**config.mk**
```make
export PLATFORM = sky130hd
export DESIGN_NAME = fcd_fuse_decode
export DESIGN_NICKNAME = d
export VERILOG_FILES = /design/src/fcd_pkg.sv /design/src/fcd_blank_if.sv /design/src/fcd_blank_timer.sv /design/src/fcd_fuse_decode.sv
export SDC_FILE = /design/constraint.sdc
export NUM_CORES = 1
export LEC_CHECK = 0
export BUFFER_PORTS_ARGS = -buffer_cell sky130_fd_sc_hd__buf_4
export CAP_MARGIN = 20
export CORE_MARGIN = 2
export CORE_UTILIZATION = 40
export CTS_BUF_LIST = sky130_fd_sc_hd__clkbuf_4 sky130_fd_sc_hd__clkbuf_8
export DETAILED_ROUTE_END_ITERATION = 8
export PLACE_DENSITY = 0.75
export RECOVER_POWER = 100
export SYNTH_ARGS = -nofsm -noshare
export SYNTH_HDL_FRONTEND = slang
export SYNTH_SLANG_ARGS = --single-unit
```
**constraint.sdc**
```tcl
create_clock -name ref_clk -period 5.95 [get_ports ref_clk]
set_input_delay 0.595 -clock ref_clk [delete_from_list [all_inputs] [get_ports ref_clk]]
set_output_delay 0.595 -clock ref_clk [all_outputs]
set_load 0.01 [all_outputs]
```
**src/fcd_pkg.sv**
```systemverilog
// Purpose: shared constants and types of the configuration decoder
// Assumes: 10 MHz ref_clk, configuration bytes presented by the nv storage
// Notes:   register indices are word indices; byte address is four times the index
package fcd_pkg;
   // register indices
   localparam logic [7:0] IDX_CFG0     = 8'h05;
   localparam logic [7:0] IDX_CFG1     = 8'h06;
   localparam logic [7:0] IDX_APP_END  = 8'h07;
   localparam logic [7:0] IDX_BOOT_END = 8'h08;
   localparam logic [7:0] IDX_KEY      = 8'h0a;
   localparam logic [7:0] IDX_STATUS   = 8'h10;
   // reset values
   localparam logic [7:0] RST_CFG0 = 8'hc4;
   localparam logic [7:0] RST_CFG1 = 8'h07;
   localparam logic [7:0] RST_BYTE = 8'h00;
   // field positions
   localparam int MCHK_LSB   = 6;
   localparam int PINF_LSB   = 2;
   localparam int RETAIN_BIT = 0;
   localparam int DLY_LSB    = 0;
   localparam int ST_LOCKED  = 0;
   localparam int ST_BLANKED = 1;
   localparam int ST_EXEC    = 2;
   // security key that opens the part
   localparam logic [7:0] OPEN_KEY = 8'hc5;
   // flash geometry
   localparam int FA_W        = 17;
   localparam int BLOCK_SHIFT = 8;
   // peripheral windows
   localparam logic [15:0] BASE_SYSCFG  = 16'h0f00;
   localparam logic [15:0] MASK_SYSCFG  = 16'hff00;
   localparam logic [15:0] BASE_FLASHCT = 16'h1000;
   localparam logic [15:0] MASK_FLASHCT = 16'hff00;
   localparam logic [15:0] BASE_FUSES   = 16'h1280;
   localparam logic [15:0] MASK_FUSES   = 16'hff80;
   localparam logic [15:0] BASE_SIGROW  = 16'h1100;
   localparam logic [15:0] MASK_SIGROW  = 16'hff00;
   localparam logic [15:0] BASE_USERROW = 16'h1300;
   localparam logic [15:0] MASK_USERROW = 16'hff80;
   // timing
   localparam int CLK_PERIOD_NS     = 100;
   localparam int MS_NS             = 1000000;
   localparam int MS_CYCLES         = (MS_NS + CLK_PERIOD_NS - 1) / CLK_PERIOD_NS;
   localparam int BLANK_SLOW_CYCLES = 768;

   typedef enum logic [1:0] {
      MCHK_FULL      = 2'b00,
      MCHK_BOOT      = 2'b01,
      MCHK_BOOT_CODE = 2'b10,
      MCHK_OFF       = 2'b11
   } fcd_mchk_t;

   typedef enum logic [1:0] {
      PIN_GPIO  = 2'b00,
      PIN_DEBUG = 2'b01,
      PIN_RESET = 2'b10,
      PIN_RSVD  = 2'b11
   } fcd_pinf_t;

   typedef enum logic [1:0] {
      REG_BOOT = 2'b00,
      REG_CODE = 2'b01,
      REG_DATA = 2'b10,
      REG_OUT  = 2'b11
   } fcd_region_t;

   typedef enum logic [2:0] {
      PER_NONE    = 3'b000,
      PER_IO      = 3'b001,
      PER_SYSCFG  = 3'b010,
      PER_FLASHCT = 3'b011,
      PER_SIGROW  = 3'b100,
      PER_FUSES   = 3'b101,
      PER_USERROW = 3'b110
   } fcd_periph_t;
endpackage

```
**src/fcd_blank_if.sv**
```systemverilog
// Purpose: link between the decoder and its pin blanking timer
// Assumes: slow_tick is a one-cycle pulse per slow oscillator period
// Notes:   done stays high until the next system reset
interface fcd_blank_if;
   logic slow_tick;
   logic done;
   modport owner (output slow_tick, input done);
   modport timer (input slow_tick, output done);
endinterface

```
**src/fcd_blank_timer.sv**
```systemverilog
// Purpose: counts slow oscillator periods after system reset
// Assumes: ticks are synchronous single-cycle pulses
// Notes:   restarts only through reset
module fcd_blank_timer
   import fcd_pkg::*;
#(
   parameter int COUNT = BLANK_SLOW_CYCLES
) (
   // clock and reset
   input  wire logic ref_clk,
   input  wire logic reset,
   // timer side of the link
   fcd_blank_if.timer bif
);
   localparam int CW = $clog2(COUNT + 1);

   logic [CW-1:0] cnt_ff;
   logic          done_ff;

   // a zero count would never end the blanking
   if (COUNT < 1) begin
      $error("fcd_blank_timer: COUNT must be at least 1");
   end

   always_ff @(posedge ref_clk) begin
      if (reset) begin
         cnt_ff  <= '0;
         done_ff <= 1'b0;
      end else if (!done_ff && bif.slow_tick) begin
         cnt_ff  <= cnt_ff + 1'b1;
         done_ff <= (cnt_ff == CW'(COUNT - 1));
      end
   end

   assign bif.done = done_ff;
endmodule

```
**src/fcd_fuse_decode.sv**
```systemverilog
// Purpose: decodes configuration bytes into device-wide settings
// Assumes: fuse bytes stable while reset is high; inputs synchronous to ref_clk
// Notes:   registers readable over apb, byte address = 4 x index
module fcd_fuse_decode
   import fcd_pkg::*;
#(
   parameter int FLASH_BLOCKS = 64,
   parameter int MS_CYC       = MS_CYCLES
) (
   // clock and reset
   input  wire logic              ref_clk,
   input  wire logic              reset,
   // configuration storage and reset controller
   input  wire logic [7:0]        nv_cfg0,
   input  wire logic [7:0]        nv_cfg1,
   input  wire logic [7:0]        nv_app_end,
   input  wire logic [7:0]        nv_boot_end,
   input  wire logic [7:0]        nv_key,
   input  wire logic              power_on_flag,
   input  wire logic              slow_tick,
   // apb slave
   input  wire logic              psel,
   input  wire logic              penable,
   input  wire logic              pwrite,
   input  wire logic [9:0]        paddr,
   input  wire logic [31:0]       pwdata,
   output logic      [31:0]       prdata,
   output logic                   pready,
   output logic                   pslverr,
   // cpu and flash controller
   output logic                   exec_ready,
   output logic                   check_en,
   output logic      [FA_W-1:0]   check_end,
   output logic      [FA_W-1:0]   boot_end,
   output logic      [FA_W-1:0]   app_end,
   input  wire logic [FA_W-1:0]   flash_addr,
   output fcd_region_t            flash_region,
   input  wire logic              chip_erase_req,
   output logic                   eeprom_erase,
   // address decoder
   input  wire logic [15:0]       cpu_addr,
   output fcd_periph_t            periph_sel,
   // debug port
   input  wire logic              dbg_req,
   input  wire logic              dbg_cs_space,
   output logic                   dbg_grant,
   output logic                   dbg_sysbus_en,
   // shared pin
   output logic                   pin_gpio_en,
   output logic                   pin_gpio_drive_ok,
   output logic                   pin_debug_en,
   output logic                   pin_reset_en
);
   localparam logic [FA_W-1:0] FLASH_END = FA_W'(FLASH_BLOCKS << BLOCK_SHIFT);
   localparam int              SW        = $clog2(MS_CYC);

   // flash end must fit the address width; the ms prescaler needs two states
   if (FLASH_BLOCKS < 1 || FLASH_BLOCKS > 256) begin
      $error("FLASH_BLOCKS out of range");
   end
   if (MS_CYC < 2) begin
      $error("MS_CYC must be at least 2");
   end

   function automatic logic [FA_W-1:0] blk2addr(input logic [7:0] blk);
      blk2addr = FA_W'(blk) << BLOCK_SHIFT;
   endfunction

   function automatic logic in_win(input logic [15:0] a, input logic [15:0] base,
                                   input logic [15:0] mask);
      in_win = (a & mask) == base;
   endfunction

   function automatic logic [6:0] delay_ms(input logic [2:0] sel);
      delay_ms = (sel == 3'h0) ? 7'h00 : 7'(7'h01 << (sel - 3'h1));
   endfunction

   // latched configuration
   logic [7:0] cfg0_ff;
   logic [7:0] cfg1_ff;
   logic [7:0] app_blk_ff;
   logic [7:0] boot_blk_ff;
   logic [7:0] key_ff;
   logic       por_ff;

   fcd_mchk_t  memcheck_source;
   fcd_pinf_t  shared_pin_function;
   logic       eeprom_retain_on_erase;
   logic [2:0] startup_delay_sel;
   logic       locked;

   // sync reset lets the bytes flow in while reset is held and freeze at release
   always_ff @(posedge ref_clk) begin
      if (reset) begin
         cfg0_ff     <= nv_cfg0;
         cfg1_ff     <= nv_cfg1;
         app_blk_ff  <= nv_app_end;
         boot_blk_ff <= nv_boot_end;
         por_ff      <= power_on_flag;
      end
   end

   // key is the only writable byte; a write can lock or reopen at once
   always_ff @(posedge ref_clk) begin
      if (reset) begin
         key_ff <= nv_key;
      end else if (psel && penable && pwrite && paddr[9:2] == IDX_KEY
                   && paddr[1:0] == 2'b00) begin
         // taken in the access phase, the edge where the master sees pready
         key_ff <= pwdata[7:0];
      end
   end

   assign memcheck_source        = fcd_mchk_t'(cfg0_ff[MCHK_LSB +: 2]);
   assign shared_pin_function    = fcd_pinf_t'(cfg0_ff[PINF_LSB +: 2]);
   assign eeprom_retain_on_erase = cfg0_ff[RETAIN_BIT];
   assign startup_delay_sel      = cfg1_ff[DLY_LSB +: 3];
   assign locked                 = (key_ff != OPEN_KEY);

   // flash partition
   logic [FA_W-1:0] boot_end_ff;
   logic [FA_W-1:0] app_end_ff;
   logic [FA_W-1:0] check_end_ff;
   logic            check_en_ff;
   fcd_region_t     region_ff;

   always_ff @(posedge ref_clk) begin
      if (reset) begin
         boot_end_ff <= FLASH_END;
         app_end_ff  <= FLASH_END;
      end else begin
         boot_end_ff <= (boot_blk_ff == RST_BYTE) ? FLASH_END : blk2addr(boot_blk_ff);
         if (boot_blk_ff == RST_BYTE) begin
            app_end_ff <= FLASH_END;
         end else if (app_blk_ff == RST_BYTE) begin
            app_end_ff <= FLASH_END;
         end else begin
            app_end_ff <= blk2addr(app_blk_ff);
         end
      end
   end

   always_ff @(posedge ref_clk) begin
      if (reset) begin
         region_ff <= REG_BOOT;
      end else if (flash_addr >= FLASH_END) begin
         region_ff <= REG_OUT;
      end else if (flash_addr < boot_end_ff) begin
         region_ff <= REG_BOOT;
      end else if (flash_addr < app_end_ff) begin
         region_ff <= REG_CODE;
      end else begin
         region_ff <= REG_DATA;
      end
   end

   always_ff @(posedge ref_clk) begin
      if (reset) begin
         check_en_ff  <= 1'b0;
         check_end_ff <= '0;
      end else begin
         check_en_ff <= (memcheck_source != MCHK_OFF);
         unique case (memcheck_source)
            MCHK_FULL:      check_end_ff <= FLASH_END;
            MCHK_BOOT:      check_end_ff <= boot_end_ff;
            MCHK_BOOT_CODE: check_end_ff <= app_end_ff;
            MCHK_OFF:       check_end_ff <= '0;
         endcase
      end
   end

   // chip erase: lock overrides retention
   logic eeprom_erase_ff;
   always_ff @(posedge ref_clk) begin
      if (reset) begin
         eeprom_erase_ff <= 1'b0;
      end else begin
         eeprom_erase_ff <= chip_erase_req && (!eeprom_retain_on_erase || locked);
      end
   end

   // startup delay, power-on only
   logic [SW-1:0] sub_ff;
   logic [6:0]    ms_ff;
   logic          exec_ff;
   always_ff @(posedge ref_clk) begin
      if (reset) begin
         sub_ff  <= '0;
         ms_ff   <= '0;
         exec_ff <= 1'b0;
      end else if (!exec_ff) begin
         if (!por_ff || ms_ff == delay_ms(startup_delay_sel)) begin
            exec_ff <= 1'b1;
         end else if (sub_ff == SW'(MS_CYC - 1)) begin
            sub_ff <= '0;
            ms_ff  <= ms_ff + 7'h01;
         end else begin
            sub_ff <= sub_ff + 1'b1;
         end
      end
   end

   // shared pin function and blanking
   fcd_blank_if bif ();
   assign bif.slow_tick = slow_tick;

   fcd_blank_timer #(
      .COUNT   (BLANK_SLOW_CYCLES)
   ) u_blank (
      .ref_clk (ref_clk),
      .reset   (reset),
      .bif     (bif)
   );

   logic gpio_ff;
   logic drive_ok_ff;
   logic debug_ff;
   logic rst_pin_ff;
   // reserved code enables no function at all
   always_ff @(posedge ref_clk) begin
      if (reset) begin
         gpio_ff     <= 1'b0;
         drive_ok_ff <= 1'b0;
         debug_ff    <= 1'b0;
         rst_pin_ff  <= 1'b0;
      end else begin
         gpio_ff     <= (shared_pin_function == PIN_GPIO);
         debug_ff    <= (shared_pin_function == PIN_DEBUG);
         rst_pin_ff  <= (shared_pin_function == PIN_RESET);
         drive_ok_ff <= (shared_pin_function == PIN_GPIO) && bif.done;
      end
   end

   // debug port gating
   logic dbg_grant_ff;
   logic dbg_bus_ff;
   always_ff @(posedge ref_clk) begin
      if (reset) begin
         dbg_grant_ff <= 1'b0;
         dbg_bus_ff   <= 1'b0;
      end else begin
         dbg_bus_ff   <= !locked;
         dbg_grant_ff <= dbg_req && (!locked || dbg_cs_space);
      end
   end

   // peripheral address decode
   fcd_periph_t periph_ff;
   always_ff @(posedge ref_clk) begin
      if (reset) begin
         periph_ff <= PER_NONE;
      end else if (in_win(cpu_addr, BASE_SYSCFG, MASK_SYSCFG)) begin
         periph_ff <= PER_SYSCFG;
      end else if (in_win(cpu_addr, BASE_FLASHCT, MASK_FLASHCT)) begin
         periph_ff <= PER_FLASHCT;
      end else if (in_win(cpu_addr, BASE_SIGROW, MASK_SIGROW)) begin
         periph_ff <= PER_SIGROW;
      end else if (in_win(cpu_addr, BASE_FUSES, MASK_FUSES)) begin
         periph_ff <= PER_FUSES;
      end else if (in_win(cpu_addr, BASE_USERROW, MASK_USERROW)) begin
         periph_ff <= PER_USERROW;
      end else if (cpu_addr < BASE_SYSCFG) begin
         periph_ff <= PER_IO;
      end else begin
         periph_ff <= PER_NONE;
      end
   end

   // apb: answer prepared in setup, so access phase never waits
   logic [31:0] prdata_ff;
   logic        pslverr_ff;
   logic [31:0] rd_word;
   logic        hit;
   logic        ro_hit;

   always_comb begin
      rd_word = '0;
      hit     = 1'b1;
      ro_hit  = 1'b1;
      if (paddr[1:0] != 2'b00) begin
         hit = 1'b0;
      end else begin
         unique case (paddr[9:2])
            IDX_CFG0:     rd_word[7:0] = cfg0_ff;
            IDX_CFG1:     rd_word[7:0] = cfg1_ff;
            IDX_APP_END:  rd_word[7:0] = app_blk_ff;
            IDX_BOOT_END: rd_word[7:0] = boot_blk_ff;
            IDX_KEY: begin
               rd_word[7:0] = key_ff;
               ro_hit       = 1'b0;
            end
            IDX_STATUS: begin
               rd_word[ST_LOCKED]  = locked;
               rd_word[ST_BLANKED] = bif.done;
               rd_word[ST_EXEC]    = exec_ff;
            end
            default: hit = 1'b0;
         endcase
      end
   end

   always_ff @(posedge ref_clk) begin
      if (reset) begin
         prdata_ff  <= '0;
         pslverr_ff <= 1'b0;
      end else if (psel && !penable) begin
         prdata_ff  <= pwrite ? 32'h0000_0000 : rd_word;
         pslverr_ff <= !hit || (pwrite && ro_hit);
      end
   end

   assign pready            = 1'b1;
   assign prdata            = prdata_ff;
   assign pslverr           = pslverr_ff & psel & penable;
   assign exec_ready        = exec_ff;
   assign check_en          = check_en_ff;
   assign check_end         = check_end_ff;
   assign boot_end          = boot_end_ff;
   assign app_end           = app_end_ff;
   assign flash_region      = region_ff;
   assign eeprom_erase      = eeprom_erase_ff;
   assign periph_sel        = periph_ff;
   assign dbg_grant         = dbg_grant_ff;
   assign dbg_sysbus_en     = dbg_bus_ff;
   assign pin_gpio_en       = gpio_ff;
   assign pin_gpio_drive_ok = drive_ok_ff;
   assign pin_debug_en      = debug_ff;
   assign pin_reset_en      = rst_pin_ff;

   // checking helpers
   logic [23:0] elapsed_ff;
   always_ff @(posedge ref_clk) begin
      if (reset) begin
         elapsed_ff <= '0;
      end else if (!exec_ff) begin
         elapsed_ff <= elapsed_ff + 24'h000001;
      end
   end
endmodule

```
==> qor_table.md <==
| Stage | Quantity | Value |
|---|---|---|
| outcome | Outcome | complete, but fails checks |
| outcome | Violated checks | max-capacitance violations, max-slew violations |
| cells and area | Area used by multi-input combinational logic | 2547 um2 |
| grt | Aggregate global-route resource usage | 17.85% |
| synth | Post-Synthesis Cell Area | 5762 um2 |
| power | Maximum ir drop on the vdd rail | 0.1352 mV |
| worst setup path | Maximum fanout along the worst path | 56 |
| clocking | TritonCTS buffer count | 17 |
| detailed routing | Remaining antenna violation count | 0 |
| clocking | Clock tree from TritonCTS | built |
| grt | Pin count of the biggest net entering global routing | 57 |
| worst setup path | Category of the worst setup path launch point | input pin |
| sta | Unrepaired setup endpoints after global routing | false |
| cells and area | Total area of sequential cells | 2813 um2 |
| clocking | Clock network latency to the later pin of the worst-skew pair | 450 ps |
| power | Switching power | 465.8 uW |
| detailed routing | Routed WL per cell | 14.80 um |
| sta | Fmax | 281.6 MHz |
| sta | Total negative slack for setup checks | 0 ps |
| sta | Final-report max-slew violation count | 57 |
| sta | Final setup skew | 9.861 ps |
| die | Die width | 124.0 um |
| sta | Min cycle time layout | 3552 ps |
| sta | Share of the clock period used by the worst path after layout | 59.69% |
| power | Internal power consumption | 1483 uW |
| cells and area | Fill cell count | 1363 |
| worst setup path | WS Path Type | input pin to register |
| synth | Most area-hungry cell type in the Yosys netlist | sky130_fd_sc_hd__dfxtp_1 |
| synth | Total number of yosys warnings | 0 |
| cells and area | Layout cells sized above 1 | 17.17% |
| detailed routing | Vias per inst | 4.992 |
| worst setup path | Critical path endpoint category | register |
| cells and area | Number of nets at the end of the flow | 851 |
| synth | Async SR Flop Fraction | 0% |
| detailed routing | Iteration count of the initial detailed-routing pass | 5 |
| clocking | Clock sink total | 120 |
| hold path | Type of the most critical hold path | input pin to register |
| place | Placed cell areas | 6678 um2 |
| detailed routing | Number of remaining DRC errors | 0 |
| detailed routing | Final wirelength | 13350 um |
| worst setup path | Crit path required time | 6040 ps |
| grt | Vias in the first global route | 4074 |
| cells and area | Final std cell area, no fill | 6939 um2 |
| cells and area | Ant. Diodes | 0 |
| power | Switching part of the total | 23.91% |
| place | Quantity of I/O buffers inserted on ports | 132 |
| detailed routing | DRT iter0 DRCs | 234 |
| grt | Aggregate global routing overflow | 0 |
| clocking | Clock transition at path regs | 70 ps |
| die | Number of placement rows | 43 |
| clocking | Post-CTS resize count | 0 |
| sta | Transition time of the tightest slew-check pin | 2610 ps |
| synth | Avg Cell Area, Syn | 9.917 um2 |
| power | Leak | 0.002761 uW |
| clocking | CTS root buf | sky130_fd_sc_hd__clkbuf_8 |
| synth | Proportion of synthesized chip area in sequential cells | 48.82% |
| synth | Synth top cells by count | sky130_fd_sc_hd__dfxtp_1, sky130_fd_sc_hd__buf_4, sky130_fd_sc_hd__nor2_1 |
| place | Detailed placer's ending HPWL | 9990 um |
| die | Height of the die | 124.0 um |
| worst setup path | Endpoint arrival time on the critical path | 3650 ps |
| die | Top-Level Pins | 224 |
| synth | Flip-flop cell with the highest count after synthesis | sky130_fd_sc_hd__dfxtp_1 |
| sta | Slew Limit Headroom | -73.99% |
| place | Routability cong. | 0.8428 |
| sta | Worst hold slack after final layout | 340.4 ps |
| clocking | Maximum clock insertion buffer count | 2 |
| grt | Antenna violations before repair | 0 |
| die | Starting utilization of the core area | 41.19% |
| power | Tot Pwr | 1948 uW |
| sta | Final setup violation count | 0 |
| power | Pwr Density | 280.8 nW/um2 |
| power | Relative contribution of sequential cells to total power | 47.5% |
| power | Part of the total power dissipated in the clock network | 42.4% |
| cells and area | Signed area change from the synthesized netlist to the final layout | 20.43% |
| power | Gate power share | 10.1% |
| detailed routing | Via total after detailed routing | 4503 |
| clocking | Setup fix buffers added after clock tree synthesis | 0 |
| synth | Synth top area share | 27.45% |
| die | Die ar. | 15380 um2 |
| clocking | Hold-fix buffer count after cts | 0 |
| clocking | H-tree levels | 4 |
| grt | Wire length of the first global-routing pass | 20550 um |
| cells and area | Final cell utilization of the core | 49.61% |
| synth | Number of unique standard cell types used by synthesis | 62 |
| sta | Fin. Hold Viols | 0 |
| synth | Number of synthesized register bits | 120 |
| flow run | Max-cap violation count | 1 |
| synth | Largest cells by area after synthesis | sky130_fd_sc_hd__dfxtp_1, sky130_fd_sc_hd__edfxtp_1, sky130_fd_sc_hd__buf_4 |
| synth | Post-synthesis instance total | 581 |
| die | Core box area | 13990 um2 |
| synth | Post-synth EDFFs | 41 |
| synth | Top-count cell post-synth | sky130_fd_sc_hd__dfxtp_1 |
==> per-stage QoR <==
stage,setup WS (ps),std cells
after detailed placement,3287,869
after global routing,2089,902
after CTS,3227,901
after floorplan,3896,631
final,2398,902
after global placement,3303,869
==> critical path: stages <==
cell and delay, ps:
sky130_fd_sc_hd__clkbuf_1 1820, sky130_fd_sc_hd__buf_4 750, sky130_fd_sc_hd__a41o_1 440
==> routing by layer <==
layer / wire length (um) / global-route usage, % / part of all wire (%) / up-vias
met5: 0 / 0 / 0 / -
met4: 257 / 8.638 / 1.9 / 0
met2: 6049 / 26.75 / 45 / 165
met1: 6135 / 23.94 / 46 / 2068
li1: - / - / - / 2248
met3: 909 / 4.670 / 6.8 / 22
==> cell families (layout without fill, tap and decap cells) <==
group                    count (synthesis)  in the layout  synth area share, %
AO/OA/AOI/OAI                          106            106                11.99
buffers and inverters                   99            190                10.23
AND/OR/NAND/NOR                        202            202                19.07
adder cells (fa/ha/maj)                 17             17                3.692
other                                    2             52               0.1303
flip-flops                             120            120                48.82
multiplexers                            25             25                4.560
XOR/XNOR                                10             10                1.520
==> worst paths after layout <==
check | slack [ps] | cells after the start | from | end
max | 2400 | 3 | reset | key_ff[2]
min | 340 | 1 | nv_cfg0[6] | cfg0_ff[6]
max reg2reg | 3230 | 7 | cfg1_ff[1] | sub_ff[8]
min reg2reg | 500 | 1 | cfg0_ff[0] | eeprom_erase
==> layout make-up <==
cell class              instances  area share (%)
clock inverters                13           2.885
well taps                     180           3.246
clock buffers                  19           3.588
inverters                      23           1.244
repair buffers                135           11.79
multi-input cells             412           36.71
flip-flops and latches        120           40.53
==> sequential cells by signal, summed over array words and instances (netlist names), 3 cells and up <==
| register | cells |
|---|---|
| app_end | 8 |
| cfg1_ff | 8 |
| cfg0_ff | 8 |
| boot_end | 8 |
| ms_ff | 7 |
| u_blank.cnt_ff | 10 |
| check_end | 8 |
| periph_sel | 3 |
| prdata | 8 |
| app_blk_ff | 8 |
| key_ff | 8 |
| sub_ff | 14 |
| boot_blk_ff | 8 |
==> power groups by stage <==
stage	sequential, uW	combinational (uW)	clock (uW)
after floorplan	934	138	0
after global placement	942	206	0
after detailed placement	943	209	0
after CTS	925	211	845
after global routing	929	220	890
final	926	196	826
==> cell usage in the layout, fill, tap and decap left out, drive strengths merged, types with 8 or more instances in the layout <==
master and n:
mux2i 15, buf 54, clkbuf 100, nor2 54, mux2 10, inv 25
nor2b 16, nand3 16, nand2 25, ha 17, edfxtp 41, a22oi 17
and2 13, nor4 8, o21ai 26, nand4 9, or4 9, a21oi 28
nand2b 8, nor3 12, dfxtp 79, conb 52
Power figures use the tool's default switching activity.
